$ cat src/sdf_consts.svh
`ifndef SDF_CONSTS_SVH
`define SDF_CONSTS_SVH
// Framing format codes
`define SDF_FMT_LJ 2'h0
`define SDF_FMT_I2S 2'h1
`define SDF_FMT_RJ 2'h2
// Word width codes
`define SDF_W16 2'h0
`define SDF_W18 2'h1
`define SDF_W20 2'h2
`define SDF_W24 2'h3
// Bit clocks per half frame assumed by right-justified delays
`define SDF_HALF_FRAME 6'h20
// Right-justified frame-sync to MSB delays in bit clocks
`define SDF_RJD_16 6'h10
`define SDF_RJD_18 6'h0E
`define SDF_RJD_20 6'h0C
`define SDF_RJD_24 6'h08
// I2S and left-justified delays in bit clocks
`define SDF_I2SD 6'h01
`define SDF_LJD 6'h00
// Word lengths in bits
`define SDF_LEN_16 6'h10
`define SDF_LEN_18 6'h12
`define SDF_LEN_20 6'h14
`define SDF_LEN_24 6'h18
`endif

$ cat src/sdf_pkg.sv
package sdf_pkg;
	typedef enum logic [1:0] {SDF_FMT_LJ_E = 2'h0, SDF_FMT_I2S_E = 2'h1,
		SDF_FMT_RJ_E = 2'h2} sdf_fmt_e;
	typedef logic [1:0] sdf_width_t;
	typedef struct packed {
		logic right;
		logic [23:0] data;
	} sdf_word_s;
endpackage

$ cat src/sdf_fifo.sv
`timescale 1ns/1ps
module sdf_fifo
#(
	parameter int WIDTH = 25,
	parameter int DEPTH = 8
)
(
	input wire logic ref_clk,
	input wire logic nrst,
	input wire logic in_valid,
	output logic in_ready,
	input wire logic [WIDTH-1:0] in_data,
	output logic out_valid,
	input wire logic out_ready,
	output logic [WIDTH-1:0] out_data
);
	localparam int AW = $clog2(DEPTH);
	logic [WIDTH-1:0] mem [DEPTH];
	logic [AW:0] wptr;
	logic [AW:0] rptr;
	logic do_wr;
	logic do_rd;

	// Full and empty from pointer wrap bits
	logic full;
	assign full = (wptr[AW] != rptr[AW]) && (wptr[AW-1:0] == rptr[AW-1:0]);
	assign in_ready = !full;
	assign out_valid = (wptr != rptr);
	assign out_data = mem[rptr[AW-1:0]];
	assign do_wr = in_valid && in_ready;
	assign do_rd = out_valid && out_ready;

	// Storage write
	always_ff @(posedge ref_clk)
	begin
		if (do_wr)
			mem[wptr[AW-1:0]] <= in_data;
	end

	// Pointers
	always_ff @(posedge ref_clk or negedge nrst)
	begin
		if (!nrst)
		begin
			wptr <= '0;
			rptr <= '0;
		end
		else
		begin
			if (do_wr)
				wptr <= wptr + 1'b1;
			if (do_rd)
				rptr <= rptr + 1'b1;
		end
	end
endmodule

$ cat src/sdf_deframer.sv
`timescale 1ns/1ps
`include "sdf_consts.svh"
module sdf_deframer
#(
	parameter int FIFO_DEPTH = 8
)
(
	input wire logic ref_clk,
	input wire logic nrst,
	input wire sdf_pkg::sdf_fmt_e fmt,
	input wire sdf_pkg::sdf_width_t width_sel,
	input wire logic bit_clk,
	input wire logic frame_sync_in,
	input wire logic serial_data,
	output sdf_pkg::sdf_word_s word_out,
	output logic word_valid,
	input wire logic word_ready,
	output logic overrun
);
	import sdf_pkg::*;

	typedef enum logic [1:0] {SDF_WAIT = 2'b00, SDF_SHIFT = 2'b01}
		sdf_state_e;

	// Delay from sync edge to MSB for the chosen framing
	function automatic logic [5:0] msb_delay(sdf_fmt_e f, sdf_width_t w);
		logic [5:0] d;
		d = `SDF_I2SD;
		unique case (f)
			SDF_FMT_LJ_E: d = `SDF_LJD;
			SDF_FMT_I2S_E: d = `SDF_I2SD;
			SDF_FMT_RJ_E:
				unique case (w)
					`SDF_W16: d = `SDF_RJD_16;
					`SDF_W18: d = `SDF_RJD_18;
					`SDF_W20: d = `SDF_RJD_20;
					default: d = `SDF_RJD_24;
				endcase
			default: d = `SDF_I2SD;
		endcase
		return d;
	endfunction

	// Word length in bits
	function automatic logic [5:0] word_len(sdf_width_t w);
		logic [5:0] n;
		n = `SDF_LEN_24;
		unique case (w)
			`SDF_W16: n = `SDF_LEN_16;
			`SDF_W18: n = `SDF_LEN_18;
			`SDF_W20: n = `SDF_LEN_20;
			default: n = `SDF_LEN_24;
		endcase
		return n;
	endfunction

	logic [2:0] sync_clk;
	logic [1:0] sync_fs;
	logic [1:0] sync_sd;
	logic rise;
	logic fs_prev;
	logic fs_edge;
	logic [5:0] cnt;
	logic [5:0] bits;
	logic [23:0] shreg;
	logic chan_right;
	sdf_state_e state;
	logic push;
	sdf_word_s push_word;
	logic push_ready;
	logic fifo_valid;
	sdf_word_s fifo_data;
	logic [5:0] dly;
	logic [5:0] len;
	logic msb_now;
	logic right_lvl;

	// Two-flop synchronisers, plus a third stage for edge finding
	always_ff @(posedge ref_clk or negedge nrst)
	begin
		if (!nrst)
		begin
			sync_clk <= 3'h0;
			sync_fs <= 2'h0;
			sync_sd <= 2'h0;
		end
		else
		begin
			sync_clk <= {sync_clk[1:0], bit_clk};
			sync_fs <= {sync_fs[0], frame_sync_in};
			sync_sd <= {sync_sd[0], serial_data};
		end
	end

	// Rising bit clock; data and sync taken at this point
	assign rise = sync_clk[1] && !sync_clk[2];
	assign fs_edge = rise && (sync_fs[1] != fs_prev);
	assign dly = msb_delay(fmt, width_sel);
	assign len = word_len(width_sel);
	// MSB slot: zero delay sits on the sync edge, else counted from it
	assign msb_now = fs_edge ? (dly == 6'h0) : (cnt == dly && dly != 6'h0);
	// I2S: sync high is right; LJ and RJ: sync low is right
	assign right_lvl = sync_fs[1] ^ (fmt != SDF_FMT_I2S_E);

	// Sync level seen at previous rising edge
	always_ff @(posedge ref_clk or negedge nrst)
	begin
		if (!nrst)
			fs_prev <= 1'b0;
		else if (rise)
			fs_prev <= sync_fs[1];
	end

	// Bit counter since the last sync transition
	always_ff @(posedge ref_clk or negedge nrst)
	begin
		if (!nrst)
			cnt <= 6'h0;
		else if (fs_edge)
			cnt <= 6'h1;
		else if (rise && cnt != 6'h3F)
			cnt <= cnt + 6'h1;
	end

	// Channel tag from sync level per framing
	always_ff @(posedge ref_clk or negedge nrst)
	begin
		if (!nrst)
			chan_right <= 1'b0;
		else if (fs_edge)
			chan_right <= right_lvl;
	end

	// Word capture: start at MSB slot, stop after len bits
	always_ff @(posedge ref_clk or negedge nrst)
	begin
		if (!nrst)
		begin
			state <= SDF_WAIT;
			bits <= 6'h0;
			shreg <= 24'h0;
		end
		else if (rise)
		begin
			unique case (state)
				SDF_WAIT:
					// MSB slot: on the sync edge itself for zero delay, else dly rising edges after it
					if (msb_now)
					begin
						shreg <= {23'h0, sync_sd[1]};
						bits <= 6'h1;
						state <= SDF_SHIFT;
					end
				SDF_SHIFT:
					if (bits == len)
						state <= SDF_WAIT;
					else if (fs_edge && dly == 6'h0)
					begin
						// Cut word dropped; new MSB on this edge
						shreg <= {23'h0, sync_sd[1]};
						bits <= 6'h1;
					end
					else if (fs_edge)
					begin
						// Cut word dropped; wait for the MSB slot
						state <= SDF_WAIT;
						bits <= 6'h0;
					end
					else
					begin
						shreg <= {shreg[22:0], sync_sd[1]};
						bits <= bits + 6'h1;
					end
			endcase
		end
		else if (state == SDF_SHIFT && bits == len)
			state <= SDF_WAIT;
	end

	// Hand finished word to the buffer once, left-aligned to 24 bits
	always_ff @(posedge ref_clk or negedge nrst)
	begin
		if (!nrst)
		begin
			push <= 1'b0;
			push_word <= '0;
		end
		else
		begin
			push <= (state == SDF_SHIFT) && (bits == len);
			push_word.right <= chan_right;
			push_word.data <= shreg << (6'h18 - len);
		end
	end

	// Words lost when buffer is full
	always_ff @(posedge ref_clk or negedge nrst)
	begin
		if (!nrst)
			overrun <= 1'b0;
		else if (push && !push_ready)
			overrun <= 1'b1;
	end

	sdf_fifo #(.WIDTH(25), .DEPTH(FIFO_DEPTH)) sdf_fifo_i
	(
		.ref_clk(ref_clk),
		.nrst(nrst),
		.in_valid(push),
		.in_ready(push_ready),
		.in_data(push_word),
		.out_valid(fifo_valid),
		.out_ready(word_ready || !word_valid),
		.out_data(fifo_data)
	);

	// Registered output stage
	always_ff @(posedge ref_clk or negedge nrst)
	begin
		if (!nrst)
		begin
			word_valid <= 1'b0;
			word_out <= '0;
		end
		else if (word_ready || !word_valid)
		begin
			word_valid <= fifo_valid;
			word_out <= fifo_data;
		end
	end

	AST_PUSH_ONCE: assert property (
		@(posedge ref_clk) disable iff (!nrst)
		push |=> !push) else $error("push lasted two cycles");
	AST_PUSH_CAUSE: assert property (
		@(posedge ref_clk) disable iff (!nrst)
		push |-> $past(state) == SDF_SHIFT &&
		$past(bits) == $past(len))
		else $error("word pushed before full length");
	AST_BITS_LIMIT: assert property (
		@(posedge ref_clk) disable iff (!nrst)
		bits <= 6'h18) else $error("bit count beyond 24");
	AST_CNT_EDGE: assert property (
		@(posedge ref_clk) disable iff (!nrst)
		fs_edge |=> cnt == 6'h1) else $error("counter not restarted");
	AST_I2S_TAG: assert property (
		@(posedge ref_clk) disable iff (!nrst)
		fs_edge && fmt == SDF_FMT_I2S_E
		|=> chan_right == $past(sync_fs[1]))
		else $error("i2s channel tag wrong");
	AST_RJ_TAG: assert property (
		@(posedge ref_clk) disable iff (!nrst)
		fs_edge && fmt != SDF_FMT_I2S_E
		|=> chan_right != $past(sync_fs[1]))
		else $error("lj/rj channel tag wrong");
	AST_START_SLOT: assert property (
		@(posedge ref_clk) disable iff (!nrst)
		$rose(state == SDF_SHIFT) |-> $past(rise) &&
		($past(cnt) == $past(dly) || $past(dly) == 6'h0))
		else $error("word started off its slot");
	AST_SAMPLE_RISE: assert property (
		@(posedge ref_clk) disable iff (!nrst)
		$changed(bits) && bits != 6'h0 |-> $past(rise))
		else $error("bit taken off rising edge");
	AST_OUT_HOLD: assert property (
		@(posedge ref_clk) disable iff (!nrst)
		word_valid && !word_ready |=> word_valid && $stable(word_out))
		else $error("output dropped under stall");
	AST_CUT_WORD: assert property (
		@(posedge ref_clk) disable iff (!nrst)
		fs_edge && state == SDF_SHIFT && bits != len |=> bits <= 6'h1)
		else $error("cut word kept shifting");
	COV_PUSH: cover property (@(posedge ref_clk) disable iff (!nrst) push);
	COV_CUT: cover property (@(posedge ref_clk) disable iff (!nrst)
		fs_edge && state == SDF_SHIFT && bits != len);
	COV_RJ: cover property (@(posedge ref_clk) disable iff (!nrst)
		push && fmt == SDF_FMT_RJ_E);
	COV_LJ: cover property (@(posedge ref_clk) disable iff (!nrst)
		push && fmt == SDF_FMT_LJ_E);
	COV_STALL: cover property (@(posedge ref_clk) disable iff (!nrst)
		push && !push_ready);
endmodule

$ cat config.mk
export PLATFORM = sky130hd
export DESIGN_NAME = sdf_deframer
export DESIGN_NICKNAME = d
export VERILOG_FILES = /design/src/sdf_pkg.sv /design/src/sdf_fifo.sv /design/src/sdf_deframer.sv
export VERILOG_INCLUDE_DIRS = /design/src
export SDC_FILE = /design/constraint.sdc
export NUM_CORES = 1
export LEC_CHECK = 0
export ABC_CLOCK_PERIOD_IN_PS = 4880
export BUFFER_PORTS_ARGS = -buffer_cell sky130_fd_sc_hd__buf_2
export CAP_MARGIN = 5
export CORE_MARGIN = 2
export CORE_UTILIZATION = 55
export DETAILED_ROUTE_END_ITERATION = 7
export PLACE_DENSITY = 0.75
export SLEW_MARGIN = 10
export SYNTH_ARGS = -nofsm -noshare
export SYNTH_HDL_FRONTEND = slang
export SYNTH_HIERARCHICAL = 1
export SYNTH_SLANG_ARGS = --single-unit
$ cat constraint.sdc
create_clock -name ref_clk -period 4.88 [get_ports ref_clk]
set_clock_uncertainty 0.2 [all_clocks]
set_input_delay 0.488 -clock ref_clk [delete_from_list [all_inputs] [get_ports ref_clk]]
set_output_delay 0.488 -clock ref_clk [all_outputs]
set_load 0.01 [all_outputs]
==> results.md <==
* Reg2Reg Setup Slack at around 1800 ps
* Worst Path Max Fanout at 55
* Peak VDD IR at between 0.3 and 0.4 mV
* Yosys top cell area share at between 40% and 50%
* Overall power at 6.799 mW
* Synth Instances at approximately 780
* Total congestion overflow at 0
* Layout cells sized above 1 at between 20% and 30%
* Synthesis-to-finish area growth at 11.88%
* # DRC at 0
* Total track usage at about a fifth
* Largest net degree at the start of global routing at 75
* Antenna cells at 0
* Setup violators final at 0
* Crit-path cells: buf_4, xor2_1, nor4_2, nor2_4
* Die Height at 158.0 um
* Pleak at 5.418 nW
* Worst path max stage delay at 960 ps
* Post-cts hold buffer count at 4
* Fin. max-slew vios at 0
* Top-count cell post-synth: edfxtp_1
* Fill cells at about 1700
* TritonCTS clock tree: built
* Boundary pin count at 37
* CP Launch Type: flip-flop
* Initial antenna violation count at 0
* Area leader, netlist: edfxtp_1
* Arrival @ worst endpoint at a little over 3000 ps
* Net count after synthesis at between 700 and 800
* Status: finished clean
* TritonRoute pass-1 iters at 5
* Chip width at ~160 um
* Pwr Density at ~470 nW/um^2
* Achievable Freq at 322.7 MHz
* Routability Congestion at between 0.8 and 0.9
* Synth Cell Area at ~13000 um^2
* Synth warnings at 6
* CTS buffer count at 31
* Register Area at 8685 um^2
* CP top delay family: simple AND/OR/NAND/NOR gates
* PostCTS Resize Cnt at 0
* Vias in the first global route at between 6000 and 7000
* Post-route clock period utilization at a little under two thirds
* Initial DRC count at 530
* Vias at between 6000 and 7000
* Vias/cell at approximately 6
* Max Root-Sink Buffers at 3
* RSZ-0062 raised after global routing: false
* Finished Layout Cells at roughly 1200
* Die Area at 24950 um^2
* Sequential area share after synthesis at about two thirds
* Post-DP HPWL at around 14000 um
* # rows at 56
* Post-CTS setup buffers at 0
* Initial Util at 55.71%
* Ys flop type: edfxtp_1
* Critical Path RT at 4850 ps
* Clock-pin slew on the worst setup and hold paths at approximately 60 ps
* Fin crit period at a little over 3000 ps
* Post-DRT Antenna Nets at 0
* Slew @ Worst Pin at 1215 ps
* Final #Nets at around 840
* Buf+Inv Stages, Crit Path at 1
* Post-synth EDFFs at 200
* Ranking of synthesized cells by area: edfxtp_1, dfrtp_1, mux4_1
* Top post-synthesis cells by count: edfxtp_1, dfrtp_1, nand2_1
* H-tree depth at 1
* Avg WL per Cell at about 21 um
* Slew headroom at between 10% and 20%
* Final Hold Viols at 0
* Post-placement cell count at between 1000 and 1500
* First-pass GRT wire length at 38280 um
* Multi-input gate area at between 4000 and 5000 um^2
* Crit-path slowest cell: nor4_2
* Critical path class: flip-flop to flip-flop
* HP Class: flip-flop to flip-flop
* Latest clock arrival within the worst-skew pair at ~560 ps
* Library cells used by synthesis at 63
* Synth Register Bits at roughly 310
* CTS Root Cell: clkbuf_16
* Final WL at around 24000 um
* Fraction of registers with async set/reset at 34.85%
* Max-cap check violation count at 0
* Core outline area at between 20000 and 25000 um^2
* Setup TNS at 0 ps
* Clock Sinks at between 300 and 400
* Avg Cell Area, Syn at about 17 um^2
* Port buffer count at 36
* Crit end category: flip-flop
-- flip-flops by register name, summed over array words and instances, names as in the netlist --
| register | cells |
|---|---|
| bits | 6 |
| chan_right | 1 |
| cnt | 6 |
| fs_prev | 1 |
| overrun | 1 |
| push | 1 |
| push_word | 25 |
| sdf_fifo_i/mem | 200 |
| sdf_fifo_i/rptr | 4 |
| sdf_fifo_i/wptr | 4 |
| shreg | 24 |
| state | 1 |
| sync_clk | 3 |
| sync_fs | 2 |
| sync_sd | 2 |
| word_out | 25 |
| word_valid | 1 |
-- logic make-up (layout without fill, tap and decap cells) --
logic type | after synthesis | count (layout) | synth area share, %
AO/OA/AOI/OAI | 88 | 88 | 4.837
XOR/XNOR | 22 | 22 | 1.593
adder cells (fa/ha/maj) | 9 | 9 | 0.8637
buffers and inverters | 50 | 124 | 2.198
flip-flops | 307 | 307 | 66.60
multiplexers | 135 | 135 | 17.84
AND/OR/NAND/NOR | 165 | 165 | 6.065
-- cell type report --
type	instances	area share (%)
sequential	307	59.54
multi-input combinational	419	28.24
tap	319	2.736
clock buffer	44	5.936
inverter	10	0.2573
clock inverter	14	0.9436
timing repair buffer	56	2.350
-- metal layers --
metal,track usage (%),wire (um),part of all wire (%)
met1,27.25,10250,42
met2,34.60,12330,51
met3,3.093,1191,4.9
met4,5.234,441,1.8
met5,0,0,0
-- cell usage in the layout (no fill, tap or decap), types with 4 or more instances in the layout --
master and count:
edfxtp_1 200, dfrtp_1 106, nand2_1 87, mux2_2 59
mux4_1 50, buf_2 35, clkbuf_16 32, nor2_1 28
o22ai_1 26, mux2i_1 19, o21ai_0 17, buf_4 17
xnor2_1 13, a21oi_1 11, clkbuf_1 10, inv_1 9
ha_1 9, nand2b_1 8, mux4_2 7, xor2_1 7
clkinv_2 7, and2_1 6, nor3_1 4, o21a_1 4
a21o_1 4, dlygate4sd3_1 4, nor4_2 4, nor4b_2 4
-- metrics by stage --
step                hold WS (ps)  cell area [um^2]  setup WS [ps]  util, %
floorplan                 -7.591             13040          485.0        -
finish                     150.8             14590           1781    62.33
global route               157.0             14590           1552    62.33
global placement           134.1             13540           1541    57.87
detailed placement         139.5             13540           1393    57.87
CTS                        153.0             14590           1761    62.33
-- final timing paths --
check / endpoint / depth (start not counted) / startpoint
worst max-delay path: sdf_fifo_i/mem[7][0] / 4 / sdf_fifo_i/rptr[1]
max in group asynchronous: sdf_fifo_i/wptr[2] / 3 / nrst
worst min register to register: sync_sd[1] / 0 / sync_sd[0]
worst min-delay path: sync_sd[1] / 0 / sync_sd[0]
min in group asynchronous: word_out[20] / 2 / nrst
worst max register to register: sdf_fifo_i/mem[7][0] / 4 / sdf_fifo_i/rptr[1]
-- worst reg2reg max path, delay by kind of cell (launching register included) --
family,cells,cell delay [ps]
simple gates,2,1390
xor+xnor,1,280
flops,1,320
buf+inv,1,540
-- power by group --
part           switching (mW)  internal [mW]  total, mW  leakage (nW)
Sequential              0.188           2.96       3.15          3.19
Combinational           0.655          0.706       1.36          1.74
Clock                   0.947           1.35       2.29         0.494
Power figures use the tool's default switching activity.
